## config.mk

```make
export PLATFORM = sky130hd
export DESIGN_NAME = rtcf_event_flags
export DESIGN_NICKNAME = d
export VERILOG_FILES = /design/src/logic/rtcf_pkg.sv /design/src/logic/rtcf_event_flags.sv
export SDC_FILE = /design/constraint.sdc
export NUM_CORES = 1
export LEC_CHECK = 0
export BUFFER_PORTS_ARGS = -buffer_cell sky130_fd_sc_hd__buf_2
export CELL_PAD_IN_SITES_DETAIL_PLACEMENT = 0
export CELL_PAD_IN_SITES_GLOBAL_PLACEMENT = 1
export CORE_ASPECT_RATIO = 0.75
export CORE_MARGIN = 5
export CORE_UTILIZATION = 35
export CTS_BUF_LIST = sky130_fd_sc_hd__clkbuf_4 sky130_fd_sc_hd__clkbuf_8
export DETAILED_ROUTE_END_ITERATION = 8
export PLACE_DENSITY_LB_ADDON = 0.1
export SLEW_MARGIN = 20
export SYNTH_ARGS = -nofsm -noshare
export SYNTH_HDL_FRONTEND = slang
export SYNTH_SLANG_ARGS = --single-unit
```

## constraint.sdc

```tcl
create_clock -name sys_clk -period 3.8 [get_ports sys_clk]
set_input_delay 0.76 -clock sys_clk [delete_from_list [all_inputs] [get_ports sys_clk]]
set_output_delay 0.76 -clock sys_clk [all_outputs]
set_load 0.01 [all_outputs]
```

## src/logic/rtcf_pkg.sv

```systemverilog
// Package: register map, field positions and reset values of the control registers.
package rtcf_pkg;

  // ---------------------------------------------------------------------------
  // Register indices and APB byte addresses
  // ---------------------------------------------------------------------------
  localparam logic [7:0]  RTCF_IDX_CTRL_A    = 8'h0a;
  localparam logic [7:0]  RTCF_IDX_CTRL_B    = 8'h0b;
  localparam logic [7:0]  RTCF_IDX_EVENT     = 8'h0c;
  localparam logic [7:0]  RTCF_IDX_INTEGRITY = 8'h0d;
  localparam int          RTCF_AW            = 12;
  localparam logic [11:0] RTCF_ADDR_CTRL_A    = {2'h0, RTCF_IDX_CTRL_A, 2'h0};
  localparam logic [11:0] RTCF_ADDR_CTRL_B    = {2'h0, RTCF_IDX_CTRL_B, 2'h0};
  localparam logic [11:0] RTCF_ADDR_EVENT     = {2'h0, RTCF_IDX_EVENT, 2'h0};
  localparam logic [11:0] RTCF_ADDR_INTEGRITY = {2'h0, RTCF_IDX_INTEGRITY, 2'h0};

  // ---------------------------------------------------------------------------
  // Control A fields
  // ---------------------------------------------------------------------------
  localparam int RTCF_A_BUSY    = 7;
  localparam int RTCF_A_OSC_HI  = 6;
  localparam int RTCF_A_OSC_LO  = 4;
  localparam int RTCF_A_RATE_HI = 3;
  localparam int RTCF_A_RATE_LO = 0;
  localparam logic [2:0] RTCF_OSC_RW_EVENT = 3'h3;
  localparam logic [2:0] RTCF_OSC_RESET    = 3'h0;
  localparam logic [3:0] RTCF_RATE_RESET   = 4'h0;
  localparam logic [3:0] RTCF_RATE_OFF     = 4'h0;

  // ---------------------------------------------------------------------------
  // Control B fields
  // ---------------------------------------------------------------------------
  localparam int RTCF_B_INHIBIT = 7;
  localparam int RTCF_B_PER_EN  = 6;
  localparam int RTCF_B_ALM_EN  = 5;
  localparam int RTCF_B_UPD_EN  = 4;
  localparam int RTCF_B_SQ_EN   = 3;
  localparam int RTCF_B_DF      = 2;
  localparam int RTCF_B_HF      = 1;
  localparam int RTCF_B_DSE     = 0;
  localparam logic [7:0] RTCF_B_RESET = 8'h00;

  // ---------------------------------------------------------------------------
  // Event status and integrity fields
  // ---------------------------------------------------------------------------
  localparam int RTCF_C_IRQ      = 7;
  localparam int RTCF_C_PERIODIC = 6;
  localparam int RTCF_C_ALARM    = 5;
  localparam int RTCF_C_UPDATE   = 4;
  localparam int RTCF_C_RAWOSC   = 2;
  localparam int RTCF_D_VALID    = 7;
  localparam logic [7:0] RTCF_C_ZERO_MASK = 8'h0b;
  localparam logic [7:0] RTCF_D_ZERO_MASK = 8'h7f;

endpackage

```

## src/logic/rtcf_event_flags.sv

```systemverilog
// Event status flags, update inhibit and integrity status of the clock peripheral.
// Behaviour
// - Inhibit bit stops buffer copy; clear allows.
// - Setting inhibit bit forces update enable low.
// - Event status normally read-only, ignores writes.
// - Event status bits 0,1,3 read zero.
// - Raw oscillator enable settable only at 011.
// - Other oscillator control values clear raw enable.
// - Square wave and raw enable output oscillator.
// - Update flag sets at update cycle end.
// - Alarm flag sets on alarm match.
// - Periodic flag sets each selected interval.
// - Request flag sets on enabled pending flag.
// - Status read returns flags, then clears them.
// - Integrity register read-only, writes ignored.
// - Integrity bits 0 to 6 read zero.
// - Integrity bit 7 shows backup source validity.
// - Event status writable while oscillator control 011.
// - Update-in-progress held clear while inhibit set.
// - Square wave disabled means output held low.
//
// Our own choices: the register addresses and register access over APB.
`timescale 1ns/10ps
module rtcf_event_flags
  import rtcf_pkg::*;
(
  // Clock, reset and freeze.
  input  wire logic                 sys_clk,
  input  wire logic                 rstn,
  input  wire logic                 clk_en,
  // APB slave.
  input  wire logic                 psel,
  input  wire logic                 penable,
  input  wire logic                 pwrite,
  input  wire logic [RTCF_AW-1:0]   paddr,
  input  wire logic [31:0]          pwdata,
  input  wire logic [3:0]           pstrb,
  output logic                      pready,
  output logic [31:0]               prdata,
  output logic                      pslverr,
  // Time base and event sources.
  input  wire logic                 osc_raw,
  input  wire logic [15:0]          divider_taps,
  input  wire logic                 update_start,
  input  wire logic                 update_done,
  input  wire logic                 alarm_match,
  input  wire logic                 backup_valid,
  // Outputs to the clock core and the pins.
  output logic                      buffer_copy_en,
  output logic                      square_wave_out,
  output logic                      irq_n
);

  // ---------------------------------------------------------------------------
  // Register state
  // ---------------------------------------------------------------------------
  logic [2:0]  oscillator_control_q, oscillator_control_d;
  logic [3:0]  rate_select_q, rate_select_d;
  logic        update_in_progress_q, update_in_progress_d;
  logic [7:0]  ctrl_b_q, ctrl_b_d;
  logic        raw_osc_out_enable_q, raw_osc_out_enable_d;
  logic        update_flag_q, update_flag_d;
  logic        alarm_flag_q, alarm_flag_d;
  logic        periodic_flag_q, periodic_flag_d;
  logic        irq_request_flag_q, irq_request_flag_d;
  logic        tap_prev_q, tap_prev_d;
  logic        pready_q, pready_d;
  logic        pslverr_q, pslverr_d;
  logic [31:0] prdata_q, prdata_d;
  logic        copy_en_q, copy_en_d;
  logic        sq_out_q, sq_out_d;
  logic        irq_n_q, irq_n_d;

  // ---------------------------------------------------------------------------
  // Bus decode
  // ---------------------------------------------------------------------------
  logic        setup_ph;
  logic        access_wr;
  logic        access_rd;
  logic        hit_a;
  logic        hit_b;
  logic        hit_c;
  logic        hit_d;
  logic        mapped;
  logic [7:0]  wbyte;
  logic [7:0]  event_view;
  logic [7:0]  integrity_view;
  logic [7:0]  ctrl_a_view;
  logic        transfer_inhibit;
  logic        update_irq_enable;
  logic        alarm_irq_enable;
  logic        periodic_irq_enable;
  logic        square_wave_enable;
  logic        tap_sel;
  logic        periodic_tick;
  logic        c_writable;

  // The access phase is one cycle while clk_en is high: pready rises the cycle after setup.
  assign setup_ph  = psel & ~penable;
  assign access_wr = psel & penable & pready_q & pwrite & pstrb[0];
  assign access_rd = psel & penable & pready_q & ~pwrite;
  assign hit_a     = (paddr == RTCF_ADDR_CTRL_A);
  assign hit_b     = (paddr == RTCF_ADDR_CTRL_B);
  assign hit_c     = (paddr == RTCF_ADDR_EVENT);
  assign hit_d     = (paddr == RTCF_ADDR_INTEGRITY);
  assign mapped    = hit_a | hit_b | hit_c | hit_d;
  assign wbyte     = pwdata[7:0];

  assign transfer_inhibit    = ctrl_b_q[RTCF_B_INHIBIT];
  // The interrupt enables come from the next value of control B, so an enable
  // written in the same cycle as an event already raises the request.
  assign update_irq_enable   = ctrl_b_d[RTCF_B_UPD_EN];
  assign alarm_irq_enable    = ctrl_b_d[RTCF_B_ALM_EN];
  assign periodic_irq_enable = ctrl_b_d[RTCF_B_PER_EN];
  assign square_wave_enable  = ctrl_b_q[RTCF_B_SQ_EN];
  assign c_writable = (oscillator_control_q == RTCF_OSC_RW_EVENT);

  // ---------------------------------------------------------------------------
  // Read views
  // ---------------------------------------------------------------------------
  always_comb begin
    ctrl_a_view = {update_in_progress_q, oscillator_control_q, rate_select_q};
    event_view  = 8'h00;
    event_view[RTCF_C_IRQ]      = irq_request_flag_q;
    event_view[RTCF_C_PERIODIC] = periodic_flag_q;
    event_view[RTCF_C_ALARM]    = alarm_flag_q;
    event_view[RTCF_C_UPDATE]   = update_flag_q;
    event_view[RTCF_C_RAWOSC]   = raw_osc_out_enable_q;
    integrity_view = 8'h00;
    integrity_view[RTCF_D_VALID] = backup_valid;
  end

  // ---------------------------------------------------------------------------
  // Periodic tick from the divider
  // ---------------------------------------------------------------------------
  // Rising edge of the selected divider tap; rate zero selects no tap.
  // Changing the rate while the newly chosen tap is high counts as an edge, so
  // software should clear the flag by a status read after a rate change.
  assign tap_sel       = (rate_select_q == RTCF_RATE_OFF) ? 1'b0 : divider_taps[rate_select_q];
  assign periodic_tick = tap_sel & ~tap_prev_q;

  // ---------------------------------------------------------------------------
  // APB answer
  // ---------------------------------------------------------------------------
  // Unmapped addresses answer with an error and read as zero.
  always_comb begin
    pready_d  = setup_ph;
    pslverr_d = setup_ph & ~mapped;
    prdata_d  = 32'h0000_0000;
    if (setup_ph && !pwrite) begin
      if (hit_a) begin
        prdata_d[7:0] = ctrl_a_view;
      end else if (hit_b) begin
        prdata_d[7:0] = ctrl_b_q;
      end else if (hit_c) begin
        prdata_d[7:0] = event_view;
      end else if (hit_d) begin
        prdata_d[7:0] = integrity_view;
      end
    end
  end

  // ---------------------------------------------------------------------------
  // Control registers
  // ---------------------------------------------------------------------------
  always_comb begin
    oscillator_control_d = oscillator_control_q;
    rate_select_d        = rate_select_q;
    ctrl_b_d             = ctrl_b_q;
    update_in_progress_d = update_in_progress_q;
    if (access_wr && hit_a) begin
      oscillator_control_d = wbyte[RTCF_A_OSC_HI:RTCF_A_OSC_LO];
      rate_select_d        = wbyte[RTCF_A_RATE_HI:RTCF_A_RATE_LO];
    end
    if (access_wr && hit_b) begin
      ctrl_b_d = wbyte;
    end
    if (ctrl_b_d[RTCF_B_INHIBIT]) begin
      ctrl_b_d[RTCF_B_UPD_EN] = 1'b0;
    end
    if (update_start) begin
      update_in_progress_d = 1'b1;
    end
    if (update_done) begin
      update_in_progress_d = 1'b0;
    end
    if (transfer_inhibit) begin
      update_in_progress_d = 1'b0;
    end
  end

  // ---------------------------------------------------------------------------
  // Event flags
  // ---------------------------------------------------------------------------
  // A read clears only the bits it actually returned, and a new event in the
  // clearing cycle wins, so no event is ever lost between setup and access.
  always_comb begin
    logic [7:0] clr;
    logic       any_pending;
    clr = 8'h00;
    any_pending = 1'b0;
    if (access_rd && hit_c) begin
      clr = prdata_q[7:0];
    end
    raw_osc_out_enable_d = raw_osc_out_enable_q;
    update_flag_d   = update_flag_q & ~clr[RTCF_C_UPDATE];
    alarm_flag_d    = alarm_flag_q & ~clr[RTCF_C_ALARM];
    periodic_flag_d = periodic_flag_q & ~clr[RTCF_C_PERIODIC];
    irq_request_flag_d = irq_request_flag_q & ~clr[RTCF_C_IRQ];
    if (access_wr && hit_c && c_writable) begin
      raw_osc_out_enable_d = wbyte[RTCF_C_RAWOSC];
      update_flag_d      = wbyte[RTCF_C_UPDATE];
      alarm_flag_d       = wbyte[RTCF_C_ALARM];
      periodic_flag_d    = wbyte[RTCF_C_PERIODIC];
      irq_request_flag_d = wbyte[RTCF_C_IRQ];
    end
    if (oscillator_control_d != RTCF_OSC_RW_EVENT) begin
      raw_osc_out_enable_d = 1'b0;
    end
    if (update_done) begin
      update_flag_d = 1'b1;
    end
    if (alarm_match) begin
      alarm_flag_d = 1'b1;
    end
    if (periodic_tick) begin
      periodic_flag_d = 1'b1;
    end
    any_pending = (alarm_flag_d & alarm_irq_enable)
                | (periodic_flag_d & periodic_irq_enable)
                | (update_flag_d & update_irq_enable);
    if (any_pending) begin
      irq_request_flag_d = 1'b1;
    end
    tap_prev_d = tap_sel;
  end

  // ---------------------------------------------------------------------------
  // Pin outputs
  // ---------------------------------------------------------------------------
  always_comb begin
    copy_en_d = ~ctrl_b_d[RTCF_B_INHIBIT];
    if (!square_wave_enable) begin
      sq_out_d = 1'b0;
    end else if (raw_osc_out_enable_q) begin
      sq_out_d = osc_raw;
    end else begin
      sq_out_d = tap_sel;
    end
    irq_n_d = ~irq_request_flag_d;
  end

  // ---------------------------------------------------------------------------
  // State registers
  // ---------------------------------------------------------------------------
  always_ff @(posedge sys_clk) begin
    if (!rstn) begin
      oscillator_control_q <= RTCF_OSC_RESET;
      rate_select_q        <= RTCF_RATE_RESET;
      update_in_progress_q <= 1'b0;
      ctrl_b_q             <= RTCF_B_RESET;
      raw_osc_out_enable_q <= 1'b0;
      update_flag_q        <= 1'b0;
      alarm_flag_q         <= 1'b0;
      periodic_flag_q      <= 1'b0;
      irq_request_flag_q   <= 1'b0;
      tap_prev_q           <= 1'b0;
      pready_q             <= 1'b0;
      pslverr_q            <= 1'b0;
      prdata_q             <= 32'h0000_0000;
      copy_en_q            <= 1'b1;
      sq_out_q             <= 1'b0;
      irq_n_q              <= 1'b1;
    end else if (clk_en) begin
      oscillator_control_q <= oscillator_control_d;
      rate_select_q        <= rate_select_d;
      update_in_progress_q <= update_in_progress_d;
      ctrl_b_q             <= ctrl_b_d;
      raw_osc_out_enable_q <= raw_osc_out_enable_d;
      update_flag_q        <= update_flag_d;
      alarm_flag_q         <= alarm_flag_d;
      periodic_flag_q      <= periodic_flag_d;
      irq_request_flag_q   <= irq_request_flag_d;
      tap_prev_q           <= tap_prev_d;
      pready_q             <= pready_d;
      pslverr_q            <= pslverr_d;
      prdata_q             <= prdata_d;
      copy_en_q            <= copy_en_d;
      sq_out_q             <= sq_out_d;
      irq_n_q              <= irq_n_d;
    end
  end

  assign pready          = pready_q;
  assign pslverr         = pslverr_q;
  assign prdata          = prdata_q;
  assign buffer_copy_en  = copy_en_q;
  assign square_wave_out = sq_out_q;
  assign irq_n           = irq_n_q;

endmodule

```

-- After elaboration in Yosys (flattened, before gate mapping)
Index checks and enable logic that the tools add are counted.
- order comparisons: 1
- eq/ne operators: 6
- mux-type cells: 27
- bitwise operators: 30
- reductions and logical operators: 14
- operator list (kind ; count):
    2-to-1 mux 8 bit ; 7
    equality test 12 x 6 -> 1 bit (second input constant) ; 4
    2-to-1 mux 1 bit ; 18
    AND 1 bit ; 15
    inverter 1 bit ; 10
    AND reduction 2 bit ; 4
    logical AND 1 bit ; 6
    < comparator 4 x 5 -> 1 bit (second input constant) ; 1
    bitwise OR 1 bit ; 5
    binary-select mux 1 bit (select 4 bit) ; 1
    zero test 4 bit ; 1
    equality test 3 x 2 -> 1 bit (second input constant) ; 1
    2-to-1 mux 3 bit ; 1
    inequality test 3 x 2 -> 1 bit (second input constant) ; 1
    nonzero test 3 bit ; 1
    nonzero test 2 bit ; 1
    zero test 1 bit ; 1
- flip-flop bits (word level): 35
- output and inout port bits: 37

-- Depth between registers and ports, before layout
- word-level depth: 14
- mapped depth: 8
- depth with buffers taken out: 6

-- Worst setup path before layout
OpenSTA, ideal clock, no wires.
- kind: input port to flip-flop
- start: input paddr[7]
- end: register irq_n_q (netlist: irq_n)
- library setup time: 0.122 ns
- data arrival time: 2.331 ns
- setup slack: 1.347 ns
- stages on the path: 6
- cell sequence: nor4_4 > nand3_4 > or4_4 > a22oi_2 > a211oi_1 > a221o_1
- word-level cells in the longest chain between the ends: 12
- RTL lines (element ; RTL line ; source):
    start, declared ; rtcf_event_flags.sv:35 ; input wire logic [RTCF_AW-1:0] paddr,
    equality test 12 x 6 -> 1 bit ; rtcf_event_flags.sv:104 ; assign hit_c = (paddr == RTCF_ADDR_EVENT);
    logical AND 1 bit ; rtcf_event_flags.sv:202 ; if (access_rd && hit_c) begin
    2-to-1 mux 8 bit ; rtcf_event_flags.sv:202 ;
    inverter 1 bit, on equally long branches ; rtcf_event_flags.sv:207, rtcf_event_flags.sv:208 ;
    AND 1 bit, on equally long branches ; rtcf_event_flags.sv:207, rtcf_event_flags.sv:208 ;
    2-to-1 mux 1 bit ; rtcf_event_flags.sv:210 ; if (access_wr && hit_c && c_writable) begin
    2-to-1 mux 1 bit, on equally long branches ; rtcf_event_flags.sv:223, rtcf_event_flags.sv:226 ;
    AND 1 bit, on equally long branches ; rtcf_event_flags.sv:229, rtcf_event_flags.sv:230 ;
    bitwise OR 1 bit ; rtcf_event_flags.sv:230 ; | (periodic_flag_d & periodic_irq_enable)
    bitwise OR 1 bit ; rtcf_event_flags.sv:231 ; | (update_flag_d & update_irq_enable);
    2-to-1 mux 1 bit (*) ; rtcf_event_flags.sv:232 ; if (any_pending) begin
    inverter 1 bit (*) ; rtcf_event_flags.sv:250 ; irq_n_d = ~irq_request_flag_d;
    end signal, assigned ; rtcf_event_flags.sv:290 ; irq_n_q <= irq_n_d;
    end, declared ; rtcf_event_flags.sv:72 ; logic irq_n_q, irq_n_d;
Mark *: on every way between the ends. The rest lies on a longest branch, timed or not.
A chain may end at the register's enable or synchronous reset.

-- Worst setup path in the final report
Same ends and word-level chain as after synthesis.

==> summary.txt <==
Pwr
  • Seq pwr share: 0.464
  • Sw frac: 0.257
  • Leak pwr: 1.03 nW
  • Power Total: between 0.8 and 0.9 mW
  • Power Density: 326 nW/um^2
  • Clock network power share: 0.424
  • NetSw: 0.208 mW
  • Max VDD drop: 0.129 mV
  • Combinational fraction of design power: 0.111
  • Power Internal: 0.603 mW

Final layout
  • Final instance area: 2480 um^2
  • Post-route insts no fill: approximately 380
  • Diode count: 0
  • Commonest cells after routing, fill and taps aside: buf_2 (59), dfxtp_1 (35), nor2_1 (28)
  • Area grow syn2layout: 15.4%
  • Final nets: 377
  • Finished Core Util: 0.422
  • Most common cell after layout, fill and taps aside: buf_2
  • Layout cell share with drive strength beyond 1: 0.297
  • Fillcell total: 626

Setup path
  • WS Path Type: input port to flip-flop
  • Critical path arrival: 2720 ps
  • Critical path depth: 8
  • CP max FO: 11
  • Flop-to-flop setup slack: 1670 ps
  • Reg2Reg Depth: 7
  • Critical path buffers and inverters: 2
  • Critical-path cell list: buf_2, nor4_4, nand3_4, nor3_1, buf_4, mux2_2, a211oi_1, a221o_1
  • Worst Path Required: roughly 4000 ps
  • Top delay family on crit path: simple AND/OR/NAND/NOR gates
  • Crit-path slowest cell: nor4_4
  • Crit end category: flip-flop
  • CP peak stage delay: 350 ps
  • CP Launch Type: input port

Timing
  • Pin slew with the least headroom to its limit: approximately 1000 ps
  • Final period util: 0.655
  • Setup ws final: 1310 ps
  • Final Hold Viols: 0
  • Min Tclk post-route: 2490 ps
  • # setup viols final: 0
  • Unrepaired setup endpoints after global routing: false
  • Rel. slew slack: 0.334
  • Number of max-slew violations in the final report: 0
  • Clk_skew: 3.98 ps
  • FMAX: 402 MHz
  • Setup_tns: 0 ps
  • Worst Hold Slack: 468 ps

Job
  • Max-Cap Viols: 0

Floorplanning
  • Core area: between 5000 and 6000 um^2
  • Starting Density: 0.366
  • Row cnt: 24
  • Die height: between 70 and 80 um
  • Die footprint: 7830 um^2
  • Ports: 112
  • Die W: 101 um

Route
  • WL final: 6050 um
  • Vias/cell: 4.99
  • Drt first pass iters: 4
  • DR iter-0 viols: 127
  • Number of remaining DRC errors: 0
  • Routed length per instance: roughly 16 um
  • Antenna violation net count after detailed routing: 0
  • Via count: 1,901

Synth
  • Cell count after synthesis: 250
  • Post-synthesis register bit count: 35
  • Ys Warns: 0
  • Sequential-to-total area share from yosys stat: 0.326
  • Post-synth EDFFs: 0
  • Mean Syn Cell Area: approximately 8.6 um^2
  • Post-synth cell types: 55
  • Fraction of registers with async set/reset: 0
  • Mapped Area: roughly 2200 um^2
  • Ys flop type: dfxtp_1

Placement
  • HPWL after DPL: roughly 4600 um
  • Buffers on Ports: 59
  • Placed Instances: approximately 370
  • Final Wtd Congestion: 0.793
  • Placement Setup Slack: between 1000 and 1500 ps
  • Dpl cell area: 2370 um^2

Global route
  • GRT overflow: 0
  • Initial antenna violation count: 0
  • M1 GR Usage: 0.249
  • M3 GR Usage: 0.0323
  • Vias in the first global route: roughly 1,900
  • Largest net degree at the start of global routing: 30
  • Grt met2 use: 0.212
  • First-pass GRT wire length: just under 10,000 um
  • Most used routing layer: met1
  • Gr usage total: 0.157

Clocking
  • Clk root buf: clkbuf_8
  • Post-CTS Setup Repair Bufs: 0
  • TritonCTS Sinks: 35
  • Hold_buf cts: 0
  • CTS buffer count: 5
  • Clk_lat worst skew: ~290 ps
  • H-tree depth: 2
  • Post-cts repair resize count: 0
  • Maximum clock insertion buffer count: 2
  • CTS clk-pin slew, worst paths: around 80 ps
  • CTS tree: done

Run status
  • Status: complete, no violations

Min path
  • Tightest Hold Check Type: flip-flop to flip-flop
  • Hold Crit Depth: 2
-- worst reg2reg max path: stages, from the launching register on --
cell	delay, ps
dfxtp_1	360
and4_1	310
nand2_1	160
nor3_1	160
buf_4	220
mux2_2	350
a211oi_1	320
a221o_1	200
-- per-layer routing --
metal / vias to the layer above / share of wire
met5: - / 0
li1: 960 / -
met2: 52 / 0.41
met3: 5 / 0.060
met1: 884 / 0.53
met4: 0 / 0.0058
-- sequential cells by signal, indices dropped and copies added, names as in the netlist --
register              flops
alarm_flag_q              1
buffer_copy_en            1
ctrl_b_q                  8
irq_n                     1
irq_request_flag_q        1
oscillator_control_q      3
periodic_flag_q           1
prdata                    8
pready                    1
pslverr                   1
rate_select_q             4
raw_osc_out_enable_q      1
square_wave_out           1
tap_prev_q                1
update_flag_q             1
update_in_progress_q      1
-- final cells by class --
| type | count | area [um^2] | share of cell area |
|---|---|---|---|
| inverter | 2 | 7.51 | 0.00302 |
| tap | 78 | 97.6 | 0.0393 |
| multi-input combinational | 197 | 1250 | 0.505 |
| clock inverter | 3 | 43.8 | 0.0176 |
| clock buffer | 5 | 68.8 | 0.0277 |
| sequential | 35 | 701 | 0.282 |
| timing repair buffer | 61 | 310 | 0.125 |
-- cells by family after synthesis --
family / Yosys count / share of synthesized area
other: 1 / 0.00174
muxes: 21 / 0.117
DFF: 35 / 0.326
xor gates and xnor gates: 1 / 0.00407
AOI/OAI and AO/OA: 55 / 0.176
buffers and inverters: 41 / 0.131
and+or+nand+nor: 96 / 0.244
-- final timing paths --
check	from	endpoint
max	paddr[7]	irq_n
min	pslverr	pslverr
max reg2reg	pready	irq_n
min reg2reg	pslverr	pslverr
-- Yosys cell counts (3+ instances only) --
cell type,n,area (um^2)
mux4_2,3,67.6
clkbuf_1,8,30.0
o21ai_0,7,35.0
nor2_1,28,105
nand2b_1,3,18.8
nand2_1,21,78.8
a222oi_1,3,30.0
a2bb2oi_1,3,26.3
o31ai_1,3,22.5
mux2_2,4,45.0
dfxtp_1,35,701
buf_4,25,188
mux2i_1,14,140
and2_1,3,18.8
nor3b_1,3,22.5
nand3_1,11,55.1
nor2b_1,3,18.8
a32oi_1,4,35.0
a31oi_1,3,18.8
nor3_1,3,15.0
a21oi_1,19,95.1
buf_6,3,33.8
nand4_1,3,18.8
-- power by group through the flow --
stage               combinational (mW)  clock, mW  sequential [mW]
floorplan                       0.0700          0            0.384
global placement                0.0891          0            0.385
detailed placement              0.0901          0            0.385
CTS                             0.0903      0.353            0.376
global route                     0.100      0.372            0.377
finish                          0.0904      0.344            0.376
No activity file was read; power rests on OpenSTA's default activity.
